[config.mk]
export PLATFORM = sky130hd
export DESIGN_NAME = mmdec_top
export DESIGN_NICKNAME = d
export VERILOG_FILES = /design/src/common/mmdec_pkg.sv /design/src/mmdec_reg_decode.sv /design/src/mmdec_top.sv
export VERILOG_INCLUDE_DIRS = /design/src /design/src/common
export SDC_FILE = /design/constraint.sdc
export NUM_CORES = 1
export LEC_CHECK = 0
export ABC_AREA = 1
export BUFFER_PORTS_ARGS = -buffer_cell sky130_fd_sc_hd__buf_4
export CAP_MARGIN = 15
export CELL_PAD_IN_SITES_DETAIL_PLACEMENT = 0
export CELL_PAD_IN_SITES_GLOBAL_PLACEMENT = 1
export CORE_ASPECT_RATIO = 0.8
export CORE_MARGIN = 5
export CORE_UTILIZATION = 35
export CTS_CLUSTER_SIZE = 28
export DETAILED_ROUTE_END_ITERATION = 10
export PLACE_DENSITY_LB_ADDON = 0.1
export SKIP_LAST_GASP = 1
export SYNTH_ARGS = -nofsm -noshare
export SYNTH_HDL_FRONTEND = slang
export SYNTH_SLANG_ARGS = --single-unit
[constraint.sdc]
create_clock -name ref_clk -period 1.1 [get_ports ref_clk]
set_clock_uncertainty 0.05 [all_clocks]
set_input_delay 0.22 -clock ref_clk [delete_from_list [all_inputs] [get_ports ref_clk]]
set_output_delay 0.22 -clock ref_clk [all_outputs]
set_load 0.05 [all_outputs]
[src/common/mmdec_defs.svh]
/*
 Address map constants for the memory map address decoder.
 Assumes a 20-bit byte address from the processor core and byte-addressed peripheral registers, eight or sixteen bits wide.
*/
// Notes on behaviour
// Every 20-bit address from 00000h to FFFFFh falls into exactly one target region or is reserved.
// Program ROM ends at 0FFFFh and extends downward by its size, so 16 Kbyte starts at 0C000h.
// The fixed vector table sits at 0FFDCh to 0FFFFh inside program ROM and holds routine starts.
// Addresses 02400h to 02BFFh select the data flash, apart from program ROM.
// Internal RAM starts at 00400h and grows upward, 1 Kbyte ending at 007FFh, for data and stack.
// Addresses 00000h to 002FFh select the special function area of peripheral controls.
// A special function location with no register is reserved and routed to no register.
// Bytes 00A0h to 00A6h select the serial unit mode, bit rate, transmit, two controls, receive.
// Converter registers sit at 00C0h-00C1h, 00D4h, 00D6h, 00D7h, 00D8h, 00DAh and 00DCh.
// Port, pin select, port mode, input enable, filter and pull-up registers sit in 00E0h-00FFh.
// Timer and bus protocol registers sit in 0100h to 0132h at their own byte addresses.
// Sixteen-bit registers take two consecutive bytes with the low byte at the even address.
// An address in no defined region asserts no select and reads back an undefined value; the code raises sel_reserved for it.
// Region selection follows the presented address combinationally within the same cycle; the code registers the selects, one cycle later.
`ifndef MMDEC_DEFS_SVH
`define MMDEC_DEFS_SVH

`define MMDEC_ADDR_W 20
`define MMDEC_SFA_LO 20'h00000
`define MMDEC_SFA_HI 20'h002ff
`define MMDEC_RAM_LO 20'h00400
`define MMDEC_RAM_SIZE 20'h00400
`define MMDEC_DFL_LO 20'h02400
`define MMDEC_DFL_HI 20'h02bff
`define MMDEC_ROM_TOP 20'h0ffff
`define MMDEC_ROM_SIZE 20'h04000
`define MMDEC_VEC_LO 20'h0ffdc
`define MMDEC_REG_SLOTS 256
`define MMDEC_REG_BASE 20'h000a0

`endif

[src/common/mmdec_pkg.sv]
/*
 Types for the memory map address decoder.
 Assumes the constants header is compiled alongside.
*/
package mmdec_pkg;
    typedef enum logic [2:0] {
        MMDEC_REGION_NONE = 3'h0,
        MMDEC_REGION_SFA = 3'h1,
        MMDEC_REGION_RAM = 3'h2,
        MMDEC_REGION_DFL = 3'h3,
        MMDEC_REGION_ROM = 3'h4
    } mmdec_region_t;

    typedef enum logic [2:0] {
        MMDEC_GRP_NONE = 3'h0,
        MMDEC_GRP_SERIAL = 3'h1,
        MMDEC_GRP_CONV = 3'h2,
        MMDEC_GRP_PORT = 3'h3,
        MMDEC_GRP_TIMER = 3'h4,
        MMDEC_GRP_BUSPROTO = 3'h5
    } mmdec_group_t;
endpackage

[src/mmdec_reg_decode.sv]
/*
 Peripheral register group decoder inside the special function area.
 Assumes a 20-bit address; all outputs are combinational.
*/
`include "mmdec_defs.svh"
`timescale 1ns/1ps
`default_nettype none

module mmdec_reg_decode (
    input wire logic [19:0] addr,
    output logic reg_hit,
    output logic [7:0] reg_index,
    output logic [2:0] reg_group,
    output logic reg_high_byte
);
    // Offset from the first peripheral byte covered by the table.
    wire [19:0] rel = addr - `MMDEC_REG_BASE;
    wire in_window = (addr >= `MMDEC_REG_BASE) && (addr <= 20'h00132);
    wire [7:0] idx = rel[7:0];

    // Assigned register bytes, one flag per register group from 00A0h.
    wire serial = (addr >= 20'h000a0) && (addr <= 20'h000a6);
    wire conv = (addr == 20'h000c0) || (addr == 20'h000c1) || (addr == 20'h000d4)
        || (addr == 20'h000d6) || (addr == 20'h000d7) || (addr == 20'h000d8)
        || (addr == 20'h000da) || (addr == 20'h000dc);
    wire port_lo = (addr >= 20'h000e0) && (addr <= 20'h000eb) && (addr != 20'h000e4)
        && (addr != 20'h000e6);
    wire port_hi = (addr >= 20'h000f5) && (addr <= 20'h000ff);
    wire busproto = (addr == 20'h00106) || (addr == 20'h00107);
    wire timer = ((addr >= 20'h00100) && (addr <= 20'h00104))
        || ((addr >= 20'h00108) && (addr <= 20'h0010e))
        || (addr == 20'h00118) || (addr == 20'h00119)
        || ((addr >= 20'h0011c) && (addr <= 20'h0011e))
        || ((addr >= 20'h00120) && (addr <= 20'h00132));
    wire port = port_lo || port_hi;

    // Gaps between assigned bytes hit nothing.
    assign reg_hit = in_window && (serial || conv || port || busproto || timer);
    assign reg_index = reg_hit ? idx : 8'h00;
    assign reg_group = !reg_hit ? 3'h0 : serial ? 3'h1 : conv ? 3'h2 : port ? 3'h3
        : busproto ? 3'h5 : 3'h4;
    // Word registers: odd byte of the pair carries the high half.
    assign reg_high_byte = reg_hit && addr[0] && ((addr == 20'h000c1)
        || ((addr >= 20'h00126) && (addr <= 20'h0012f)));
endmodule

`default_nettype wire

[src/mmdec_top.sv]
/*
 Memory map address decoder: steers each core address to one target region.
 Assumes the core holds the address stable for the cycle; selects are registered, one cycle after the address.
*/
`include "mmdec_defs.svh"
`timescale 1ns/1ps
`default_nettype none

module mmdec_top (
    input wire logic ref_clk,
    input wire logic arst_n,
    input wire logic [19:0] core_addr,
    input wire logic core_valid,
    output logic sel_special_function_area,
    output logic sel_ram,
    output logic sel_data_flash,
    output logic sel_program_rom,
    output logic sel_vector_table,
    output logic sel_reserved,
    output logic [2:0] region,
    output logic [2:0] reg_group,
    output logic [7:0] reg_index,
    output logic reg_high_byte,
    output logic [19:0] target_offset
);
    wire reg_hit;
    wire [7:0] reg_idx;
    wire [2:0] reg_grp;
    wire reg_hi;

    mmdec_reg_decode u_reg (
        .addr(core_addr),
        .reg_hit(reg_hit),
        .reg_index(reg_idx),
        .reg_group(reg_grp),
        .reg_high_byte(reg_hi)
    );

    // Region compares, all purely combinational on the address.
    wire hit_sfa = core_addr <= `MMDEC_SFA_HI;
    wire hit_sfa_reg = hit_sfa && reg_hit;
    wire hit_ram = (core_addr >= `MMDEC_RAM_LO)
        && (core_addr < (`MMDEC_RAM_LO + `MMDEC_RAM_SIZE));
    wire hit_dfl = (core_addr >= `MMDEC_DFL_LO) && (core_addr <= `MMDEC_DFL_HI);
    wire hit_rom = (core_addr > (`MMDEC_ROM_TOP - `MMDEC_ROM_SIZE))
        && (core_addr <= `MMDEC_ROM_TOP);
    wire hit_vec = (core_addr >= `MMDEC_VEC_LO) && (core_addr <= `MMDEC_ROM_TOP);

    // Exactly one class per address; anything else is reserved.
    wire [2:0] next_region = !core_valid ? mmdec_pkg::MMDEC_REGION_NONE
        : hit_sfa_reg ? mmdec_pkg::MMDEC_REGION_SFA
        : hit_ram ? mmdec_pkg::MMDEC_REGION_RAM
        : hit_dfl ? mmdec_pkg::MMDEC_REGION_DFL
        : hit_rom ? mmdec_pkg::MMDEC_REGION_ROM
        : mmdec_pkg::MMDEC_REGION_NONE;
    wire [19:0] next_offset = (next_region == mmdec_pkg::MMDEC_REGION_RAM)
        ? core_addr - `MMDEC_RAM_LO
        : (next_region == mmdec_pkg::MMDEC_REGION_DFL) ? core_addr - `MMDEC_DFL_LO
        : (next_region == mmdec_pkg::MMDEC_REGION_ROM)
        ? core_addr - (`MMDEC_ROM_TOP - `MMDEC_ROM_SIZE + 20'h00001)
        : (next_region == mmdec_pkg::MMDEC_REGION_SFA) ? core_addr : 20'h00000;
    wire is_sfa = next_region == mmdec_pkg::MMDEC_REGION_SFA;

    // Registered copies of the decode; the cycle after the address is presented.
    always_ff @(posedge ref_clk or negedge arst_n)
    begin
        if (!arst_n)
        begin
            sel_special_function_area <= 1'b0;
            sel_ram <= 1'b0;
            sel_data_flash <= 1'b0;
            sel_program_rom <= 1'b0;
            sel_vector_table <= 1'b0;
            sel_reserved <= 1'b0;
            region <= 3'h0;
            reg_group <= 3'h0;
            reg_index <= 8'h00;
            reg_high_byte <= 1'b0;
            target_offset <= 20'h00000;
        end
        else
        begin
            sel_special_function_area <= is_sfa;
            sel_ram <= next_region == mmdec_pkg::MMDEC_REGION_RAM;
            sel_data_flash <= next_region == mmdec_pkg::MMDEC_REGION_DFL;
            sel_program_rom <= next_region == mmdec_pkg::MMDEC_REGION_ROM;
            sel_vector_table <= core_valid && hit_vec;
            sel_reserved <= core_valid && (next_region == mmdec_pkg::MMDEC_REGION_NONE);
            region <= next_region;
            reg_group <= is_sfa ? reg_grp : 3'h0;
            reg_index <= is_sfa ? reg_idx : 8'h00;
            reg_high_byte <= is_sfa && reg_hi;
            target_offset <= next_offset;
        end
    end
endmodule

`default_nettype wire

Yosys cells after proc, flatten, opt, wreduce, memory -nomap -nowiden:

Cells that the tools add are included.

* output and inout port bits: 41
* input port bits: 23
* logic and storage cells: 116
* flip-flop bits (word level): 41

* equality and inequality tests: 18
* add/sub/neg operators: 4
* mux-type cells: 17
* reduce and logical (&&, ||, !) cells: 42
* $lt $le $gt $ge: 24

Operator list (count)
* 20-bit by 8-bit equality test with 1-bit output (second input constant): 8
* 20-bit by 9-bit greater-or-equal comparator with 1-bit output (second input constant): 5
* 20-bit by 9-bit <= comparator with 1-bit output (second input constant): 5
* 20-bit by 9-bit equality test with 1-bit output (second input constant): 4
* 20-bit two-way mux: 4
* 20-bit by 8-bit greater-or-equal comparator with 1-bit output (second input constant): 3
* 20-bit by 8-bit <= comparator with 1-bit output (second input constant): 3
* 20-bit by 8-bit != test with 1-bit output (second input constant): 2
* 3-bit two-way mux: 10
* 1-bit logical AND: 22
* 20-bit by 11-bit greater-or-equal comparator with 1-bit output (second input constant): 1
* 20-bit by 14-bit greater-or-equal comparator with 1-bit output (second input constant): 1
* 20-bit by 16-bit greater-or-equal comparator with 1-bit output (second input constant): 1
* 20-bit by 16-bit > comparator with 1-bit output (second input constant): 1
* 20-bit by 10-bit <= comparator with 1-bit output (second input constant): 1
* 20-bit by 14-bit <= comparator with 1-bit output (second input constant): 1
* 20-bit by 16-bit <= comparator with 1-bit output (second input constant): 1
* 20-bit by 12-bit < comparator with 1-bit output (second input constant): 1
* 20-bit by 11-bit subtractor with 20-bit output (second input constant): 1
* 20-bit by 14-bit subtractor with 20-bit output (second input constant): 1
* 20-bit by 16-bit subtractor with 20-bit output (second input constant): 1
* 1-bit logical OR: 19
* 8-bit two-way mux: 2
* 8-bit subtractor (second input constant): 1
* other kinds (5): 6

Longest topological paths before layout:

Gate-level depths: netlist of run 1.

* depth in word-level cells: 21
* depth in mapped cells: 20
* depth with buffers taken out: 20

Cells and area by module:

A second synthesis of run 1 with hierarchy kept.

* cells, all modules: 466
* area, all modules: 3201.8 µm²

By module, submodules not included
* mmdec_top: seq. area each 1026.0 µm², cells an instance 275, instances 1, area each 2257.2 µm²
* mmdec_reg_decode: seq. area each 0.0 µm², cells an instance 191, instances 1, area each 944.7 µm²

Least setup slack after synthesis of run 1:

No wires, ideal clock.

* kind: input-to-reg
* start point: input port core_addr[14]
* end point: register reg_index[1]
* buffers on the path: 3
* arrival time: 2.099 ns
* cell stages on the path: 18
* data required time: 0.929 ns
* setup slack: -1.169 ns
* path through: buf_2 -> inv_1 -> ha_1 -> nand2_4 -> nor2_8 -> buf_8 -> nand3_1 -> nand3_1 -> nand2_2 -> nand2_1 -> nand2_1 -> nor2_2 -> nand2_2 -> nand3_4 -> nand3_2 -> nand2_2 -> buf_6 -> nor2_2

* longest elaborated chain between the ends: 18

RTL lines
* start: declaration: line mmdec_top.sv:12 `input wire logic [19:0] core_addr,`
* parallel branches: the longest is 17 deep, another holds 20-bit by 8-bit greater-or-equal comparator with 1-bit output
* 8-bit two-way mux *: line mmdec_top.sv:91 `reg_index <= is_sfa ? reg_idx : 8'h00;`
* end signal: assignment: line mmdec_top.sv:91
* end: declaration: line mmdec_top.sv:22 `output logic [7:0] reg_index,`

Mark *: on every way between the ends.

Worst setup path in the final report of run 1:

* start point: input port core_addr[11]
* end point: register reg_group[0]

* longest elaborated chain between the ends: 18

RTL lines
* parallel branches: the longest is 17 deep, another holds 20-bit by 8-bit greater-or-equal comparator with 1-bit output
* 3-bit two-way mux *: line mmdec_top.sv:90 `reg_group <= is_sfa ? reg_grp : 3'h0;`
* end signal: assignment: line mmdec_top.sv:90
* end: declaration: line mmdec_top.sv:21 `output logic [2:0] reg_group,`

Marked as above.

==> run_summary.xml, run 1 <==
<?xml version="1.0" encoding="UTF-8"?>
<metrics>
  <group name="finish">
    <metric name="final_core_utilization" unit="%">66.5</metric>
    <metric name="ff_latch_area" unit="mm2">0.00103</metric>
    <metric name="final_cell_mix" unit="">179 x buf_4, 89 x nand2_1, 58 x buf_6</metric>
    <metric name="filler_cell_count" unit="">827</metric>
    <metric name="layout-area-overhead-vs-synth" unit="%">85.4</metric>
    <metric name="final_layout_size_suffix_gt1_share" unit="%">53.3</metric>
    <metric name="multiInputGateArea" unit="mm2">0.00250</metric>
    <metric name="n_antenna_cell" unit="">0</metric>
    <metric name="finalNetCount" unit="">783</metric>
    <metric name="most_common_library_cell_in_the_layout_ignoring_fill_and_taps" unit="">buf_4</metric>
  </group>
  <group name="pwr">
    <metric name="cellLeakagePower" unit="nW">3.28</metric>
    <metric name="combPwrFrac" unit="%">26.4</metric>
    <metric name="report.power.total" unit="mW">4.23</metric>
    <metric name="p_clk_share" unit="%">37.6</metric>
    <metric name="max_vdd_drop" unit="uV">444</metric>
    <metric name="p_seq_share" unit="%">36.0</metric>
    <metric name="power_switching" unit="mW">1.16</metric>
    <metric name="internal_power" unit="mW">3.06</metric>
    <metric name="power_density" unit="mW/mm2">662</metric>
    <metric name="power.switching_fraction" unit="%">27.6</metric>
  </group>
  <group name="clock_network">
    <metric name="cts.htree.levels" unit="">2</metric>
    <metric name="cts.path.max_buffers" unit="">2</metric>
    <metric name="cts_root_buf" unit="">clkbuf_16</metric>
    <metric name="numCtsBuffers" unit="">5</metric>
    <metric name="path_clk_slew" unit="ps">50</metric>
    <metric name="cts_num_sinks" unit="">41</metric>
    <metric name="cts_tree" unit="">built</metric>
  </group>
  <group name="routing">
    <metric name="met1Wirelength" unit="um">6820</metric>
    <metric name="met2RoutedLength" unit="um">6330</metric>
    <metric name="route.detailed.wl_per_inst" unit="um">16.8</metric>
    <metric name="residual_antenna_violating_net_count_after_detailed_routing" unit="">0</metric>
    <metric name="detail_route.first_pass.iterations" unit="">5</metric>
    <metric name="route.top_layer_used" unit="">met4</metric>
    <metric name="detail_route.iter0.violations" unit="">344</metric>
    <metric name="vias" unit="">4349</metric>
    <metric name="met3WireLength" unit="um">1180</metric>
    <metric name="remaining_drc_errors" unit="">0</metric>
    <metric name="routed_wirelength" unit="um">14500</metric>
    <metric name="detail_route.vias_per_cell" unit="">5.02</metric>
  </group>
  <group name="die">
    <metric name="die-area" unit="mm2">0.0119</metric>
    <metric name="core.rowCount" unit="">32</metric>
    <metric name="fp.dieH" unit="um">98.7</metric>
    <metric name="floorplan.initialDensity" unit="%">35.8</metric>
    <metric name="core_area" unit="mm2">0.00961</metric>
    <metric name="floorplan.io_pins" unit="">64</metric>
    <metric name="die_width" unit="um">121</metric>
  </group>
  <group name="yosys">
    <metric name="synth_seq_area_share" unit="%">29.8</metric>
    <metric name="yosys_warnings" unit="">0</metric>
    <metric name="synth_top_cell_area_share" unit="%">29.8</metric>
    <metric name="synth.net_count" unit="">541</metric>
    <metric name="synth_cells" unit="">505</metric>
    <metric name="synth_top_family_by_area" unit="">simple AND/OR/NAND/NOR gates</metric>
    <metric name="synth_area" unit="mm2">0.00344</metric>
    <metric name="synth_compound_area_share" unit="%">8.35</metric>
    <metric name="synthMuxAreaShare" unit="%">0</metric>
    <metric name="synthesis.area_per_instance" unit="um2">6.82</metric>
    <metric name="synthSimpleGateAreaFrac" unit="%">41.6</metric>
    <metric name="synthesized_area_fraction_occupied_by_adder_cells" unit="%">4.72</metric>
    <metric name="netlist-cell-type-count" unit="">37</metric>
    <metric name="synth_area_leaders" unit="">dfrtp_1 30%, nand2_1 12%, nand3_1 7.8%</metric>
    <metric name="synth_area_leader_cell" unit="">dfrtp_1</metric>
    <metric name="xor_and_xnor_fraction_of_the_mapped_netlist_area" unit="%">3.31</metric>
    <metric name="synth_seq_cells" unit="">41</metric>
  </group>
  <group name="setup_path">
    <metric name="critPathLaunchType" unit="">input port</metric>
    <metric name="critPathKind" unit="">input port to register</metric>
    <metric name="critPathRequiredTime" unit="ps">1260</metric>
    <metric name="cp-end-kind" unit="">register</metric>
    <metric name="cp_max_fo" unit="">4</metric>
    <metric name="arrival" unit="ps">2340</metric>
  </group>
  <group name="grt">
    <metric name="groute.usage.overall" unit="%">24.1</metric>
    <metric name="antenna_found_initial" unit="">0</metric>
    <metric name="via_count_of_the_first_global_routing_pass" unit="">4161</metric>
    <metric name="grt_first_pass_wirelength" unit="um">22700</metric>
    <metric name="grt_start_max_net_pins" unit="">26</metric>
    <metric name="grt_overflow" unit="">0</metric>
  </group>
  <group name="sta">
    <metric name="timing.fmax" unit="MHz">459</metric>
    <metric name="hold_viol" unit="">0</metric>
    <metric name="worst_slew_pin_slew" unit="ps">329</metric>
    <metric name="final_cycle_utilization_of_the_critical_path" unit="%">198</metric>
    <metric name="slew_viol_final" unit="">0</metric>
    <metric name="rsz0062_at_grt" unit="">yes</metric>
    <metric name="hold_ws" unit="ps">132</metric>
    <metric name="finalWorstSetupSlack" unit="ps">-1080</metric>
    <metric name="min_period" unit="ps">2180</metric>
    <metric name="maxSlewHeadroom" unit="%">77.9</metric>
    <metric name="final-setup-viol-count" unit="">41</metric>
  </group>
  <group name="placement">
    <metric name="place_congestion" unit="">0.941</metric>
    <metric name="io_buffers" unit="">63</metric>
    <metric name="place_ws" unit="ps">-1460</metric>
    <metric name="dp_hpwl" unit="um">11600</metric>
  </group>
  <group name="hold_path">
    <metric name="hold_class" unit="">input port to register</metric>
    <metric name="whs_path_depth" unit="">3</metric>
    <metric name="whs_endpoint" unit="">target_offset[4]$_DFF_PN0_</metric>
    <metric name="hold_path_startpoint" unit="">core_addr[4]</metric>
  </group>
  <group name="run">
    <metric name="maximum_capacitance_violations" unit="">0</metric>
  </group>
  <group name="status">
    <metric name="run_status" unit="">finished, violations left</metric>
    <metric name="failed_checks" unit="">negative setup slack</metric>
  </group>
</metrics>
-- repair_timing --
action / 4_1_cts / 5_1_grt
hold endpoints to repair: 16 / 0
resized for setup: 92 / 90
setup endpoints to repair: 50 / 73
buffers inserted: 24 / 7
gates cloned: 2 / 0
hold buffers: 1 / 0
pin swaps: 30 / 32
-- cells by family (layout without fill, tap and decap cells) --
group / after synthesis / count (layout)
AO/OA/AOI/OAI: 48 / 48
buffers and inverters: 94 / 335
flip-flops: 41 / 41
adder cells (fa/ha/maj): 13 / 13
XOR/XNOR: 13 / 13
AND/OR/NAND/NOR: 296 / 297
-- worst max-delay path, stage by stage --
cell	delay, ps
buf_8	110
clkinvlp_4	110
ha_4	200
nand3_4	100
nor2_4	180
nand2_2	80
nor2_2	100
nand4_1	220
buf_4	210
buf_4	120
buf_4	120
buf_4	120
buf_4	120
buf_4	120
nand3_2	80
a21oi_2	60
nor2_2	90
-- cells in the mapped netlist, drive strengths merged --
master,number
a211oi,1
a21oi,16
buf,15
clkinv,2
dfrtp,41
ha,13
inv,77
nand2,124
nand3,60
nand3b,4
nand4,19
nor2,77
nor3,11
nor4,1
o2111ai,2
o211ai,2
o21ai,23
o31ai,1
o32ai,2
o41ai,1
xnor2,1
xor2,12
-- through the flow --
stage / std cells / TNS (ps) / instance area (um2)
global placement: 826 / -54670 / 5280
detailed placement: 826 / -55210 / 5280
global route: 866 / -45970 / 6390
finish: 866 / -40800 / 6390
floorplan: 505 / -34400 / 3580
CTS: 859 / -39500 / 6030
-- worst max path at each step --
| stage | start | endpoint | slack (ps) |
|---|---|---|---|
| 6_report | core_addr[11] | reg_group[0]$_DFF_PN0_ | -1080 |
| 5_1_grt | core_addr[11] | target_offset[7]$_DFF_PN0_ | -1210 |
| 4_1_cts | core_addr[17] | reg_group[2]$_DFF_PN0_ | -1090 |
| 3_5_place_dp | core_addr[11] | reg_group[2]$_DFF_PN0_ | -1460 |
| 3_3_place_gp | core_addr[11] | reg_group[2]$_DFF_PN0_ | -1450 |
| 2_1_floorplan | core_addr[14] | reg_index[1]$_DFF_PN0_ | -920 |
-- power groups by stage --
| stage | Sequential [mW] | Clock, mW | Combinational, mW |
|---|---|---|---|
| 2_1_floorplan | 1.58 | 0 | 0.375 |
| 3_3_place_gp | 1.55 | 0 | 0.968 |
| 3_5_place_dp | 1.55 | 0 | 0.969 |
| 4_1_cts | 1.52 | 1.61 | 1.05 |
| 5_1_grt | 1.52 | 1.66 | 1.19 |
| 6_report | 1.52 | 1.59 | 1.11 |
-- registers in the layout, summed over array words and instances (netlist names) --
name / flops
reg_group: 3
sel_vector_table: 1
sel_reserved: 1
region: 3
target_offset: 20
reg_high_byte: 1
sel_data_flash: 1
sel_special_function_area: 1
reg_index: 8
sel_ram: 1
sel_program_rom: 1
-- area by class of cell --
cell class                      instances  area share [%]
Clock buffer                            5            1.96
Clock inverter                          2           0.548
Inverter                               79            5.25
Multi-Input combinational cell        371            39.2
Sequential cell                        41            16.1
Tap cell                              119            2.33
Timing Repair Buffer                  249            34.6
-- layer usage --
layer,track usage [%],up-vias
li1,-,2106
met3,2.75,17
met2,36.0,164
met5,0,-
met4,5.49,0
met1,37.1,2062
(Power assumes the default switching activity.)
==> run 2, diff against run 1 <==
CELL_PAD_IN_SITES_DETAIL_PLACEMENT = 1   (was 0)
==> run 2 against run 1 <==
The flow still finishes with violations (negative setup slack). Routed wire length is 68% higher. Worst setup slack worse by 490 ps. Sequential share of layout area hardly changed. Highest routed layer unchanged.
==> run_summary.xml, run 2 (synthesized netlist as in run 1, its figures left out) <==
<?xml version="1.0" encoding="UTF-8"?>
<metrics>
  <group name="status">
    <metric name="run_status" unit="">finished, violations left</metric>
    <metric name="failed_checks" unit="">negative setup slack</metric>
  </group>
  <group name="sta">
    <metric name="min_period" unit="ps">2670</metric>
    <metric name="final-setup-viol-count" unit="">68</metric>
    <metric name="rsz0062_at_grt" unit="">yes</metric>
    <metric name="hold_viol" unit="">0</metric>
    <metric name="slew_viol_final" unit="">0</metric>
    <metric name="tns" unit="ps">-57290</metric>
    <metric name="maxSlewHeadroom" unit="%">68.8</metric>
    <metric name="worst_slew_pin_slew" unit="ps">467</metric>
    <metric name="final_cycle_utilization_of_the_critical_path" unit="%">243</metric>
    <metric name="finalWorstSetupSlack" unit="ps">-1570</metric>
    <metric name="hold_ws" unit="ps">159</metric>
    <metric name="timing.fmax" unit="MHz">375</metric>
  </group>
  <group name="grt">
    <metric name="grt_start_max_net_pins" unit="">26</metric>
    <metric name="grt_first_pass_wirelength" unit="um">30800</metric>
    <metric name="grt_overflow" unit="">0</metric>
    <metric name="antenna_found_initial" unit="">0</metric>
    <metric name="via_count_of_the_first_global_routing_pass" unit="">5189</metric>
    <metric name="groute.usage.overall" unit="%">33.9</metric>
  </group>
  <group name="setup_path">
    <metric name="cp-end-kind" unit="">register</metric>
    <metric name="arrival" unit="ps">2840</metric>
    <metric name="critPathLaunchType" unit="">input port</metric>
    <metric name="critPathKind" unit="">input port to register</metric>
    <metric name="critPathRequiredTime" unit="ps">1270</metric>
    <metric name="cp_max_fo" unit="">11</metric>
  </group>
  <group name="die">
    <metric name="die_width" unit="um">121</metric>
    <metric name="floorplan.initialDensity" unit="%">35.8</metric>
    <metric name="core_area" unit="mm2">0.00961</metric>
    <metric name="floorplan.io_pins" unit="">64</metric>
    <metric name="fp.dieH" unit="um">98.7</metric>
    <metric name="die-area" unit="mm2">0.0119</metric>
    <metric name="core.rowCount" unit="">32</metric>
  </group>
  <group name="finish">
    <metric name="most_common_library_cell_in_the_layout_ignoring_fill_and_taps" unit="">buf_4</metric>
    <metric name="finalNetCount" unit="">781</metric>
    <metric name="final_cell_mix" unit="">175 x buf_4, 90 x nand2_1, 58 x buf_6</metric>
    <metric name="final_area" unit="mm2">0.00638</metric>
    <metric name="reg_top3" unit="">target_offset: 20 flops, reg_index: 8 flops</metric>
    <metric name="flip_flop_count_of_the_largest_register_all_copies_and_words_added" unit="">20</metric>
    <metric name="n_antenna_cell" unit="">0</metric>
    <metric name="layout-area-overhead-vs-synth" unit="%">85.4</metric>
    <metric name="registers.top_by_ff_count" unit="">target_offset</metric>
    <metric name="final_layout_size_suffix_gt1_share" unit="%">52.6</metric>
  </group>
  <group name="routing">
    <metric name="routed_wirelength" unit="um">24300</metric>
    <metric name="route.detailed.wl_per_inst" unit="um">28.2</metric>
    <metric name="residual_antenna_violating_net_count_after_detailed_routing" unit="">0</metric>
    <metric name="detail_route.vias_per_cell" unit="">6.03</metric>
    <metric name="vias" unit="">5213</metric>
    <metric name="remaining_drc_errors" unit="">0</metric>
    <metric name="detail_route.first_pass.iterations" unit="">5</metric>
    <metric name="detail_route.iter0.violations" unit="">689</metric>
  </group>
  <group name="placement">
    <metric name="place_congestion" unit="">0.941</metric>
    <metric name="dp_hpwl" unit="um">13700</metric>
    <metric name="place_ws" unit="ps">-1510</metric>
    <metric name="io_buffers" unit="">63</metric>
    <metric name="dpl_cell_area" unit="mm2">0.00528</metric>
  </group>
  <group name="pwr">
    <metric name="power_density" unit="mW/mm2">715</metric>
    <metric name="cellLeakagePower" unit="nW">3.21</metric>
    <metric name="max_vdd_drop" unit="uV">624</metric>
    <metric name="report.power.total" unit="mW">4.57</metric>
  </group>
  <group name="clock_network">
    <metric name="path_clk_slew" unit="ps">70</metric>
    <metric name="cts_root_buf" unit="">clkbuf_16</metric>
    <metric name="cts.path.max_buffers" unit="">2</metric>
    <metric name="numCtsBuffers" unit="">5</metric>
    <metric name="cts_num_sinks" unit="">41</metric>
    <metric name="cts_tree" unit="">built</metric>
    <metric name="cts.htree.levels" unit="">2</metric>
  </group>
  <group name="run">
    <metric name="maximum_capacitance_violations" unit="">0</metric>
  </group>
  <group name="hold_path">
    <metric name="hold_class" unit="">input port to register</metric>
  </group>
</metrics>
[run 2: cell count changes in the layout (fill, tap and decap cells not counted), sizes merged]
| cell | previous run | this run |
|---|---|---|
| buf | 247 | 246 |
| clkbuf | 6 | 5 |
[run 2: what timing repair did]
item / CTS / global route
hold buffers: 1 / 0
resized for setup: 110 / 72
gates cloned: 1 / 0
pin swaps: 15 / 28
hold endpoints to repair: 16 / 0
setup endpoints to repair: 75 / 73
buffers inserted: 15 / 15
[run 2: worst paths after layout]
kind,endpoint,depth (start not counted),slack [ps],start
max in group asynchronous,target_offset[6]$_DFF_PN0_,3,220,arst_n
worst max-delay path,target_offset[8]$_DFF_PN0_,17,-1570,core_addr[6]
worst min-delay path,target_offset[4]$_DFF_PN0_,3,160,core_addr[4]
min in group asynchronous,reg_index[1]$_DFF_PN0_,2,330,arst_n
[run 2: final cells by class]
class / instances / area (um2)
Clock buffer: 5 / 125
Sequential cell: 41 / 1030
Multi-Input combinational cell: 371 / 2490
Clock inverter: 2 / 35.0
Tap cell: 119 / 149
Fill cell: 1134 / 3220
Timing Repair Buffer: 247 / 2210
Inverter: 79 / 345
[run 2: critical path: stages]
cell	delay, ps
buf_4	140
inv_1	160
ha_1	260
nand3_1	120
nor2_1	250
nand4_1	220
nand2_1	200
nand2_2	100
buf_4	160
nand4_1	110
nor2_1	80
nor2_2	130
nand3_2	150
nand3_4	140
buf_12	150
nand2_1	110
inv_1	120
[run 2: metrics by stage]
stage,utilization (%),std cells
6_report,66.4,864
5_1_grt,66.4,864
4_1_cts,62.6,849
3_5_place_dp,55.0,826
3_3_place_gp,55.0,826
2_1_floorplan,-,505
[run 2: where the power goes]
part / total [mW] / switching, mW / leakage (nW) / internal, mW
registers: 1.52 / 0.00669 / 0.569 / 1.51
logic: 1.27 / 0.769 / 2.56 / 0.505
clock network: 1.77 / 0.713 / 0.0797 / 1.06
[run 2: per-layer routing]
layer  track usage (%)  vias to the layer above  wire [um]
met1              42.0                     2519       8910
met3              9.29                      169       2570
li1                  -                     2101          -
met4              13.6                        0       1880
met5                 0                        -          0
met2              55.8                      424      11000
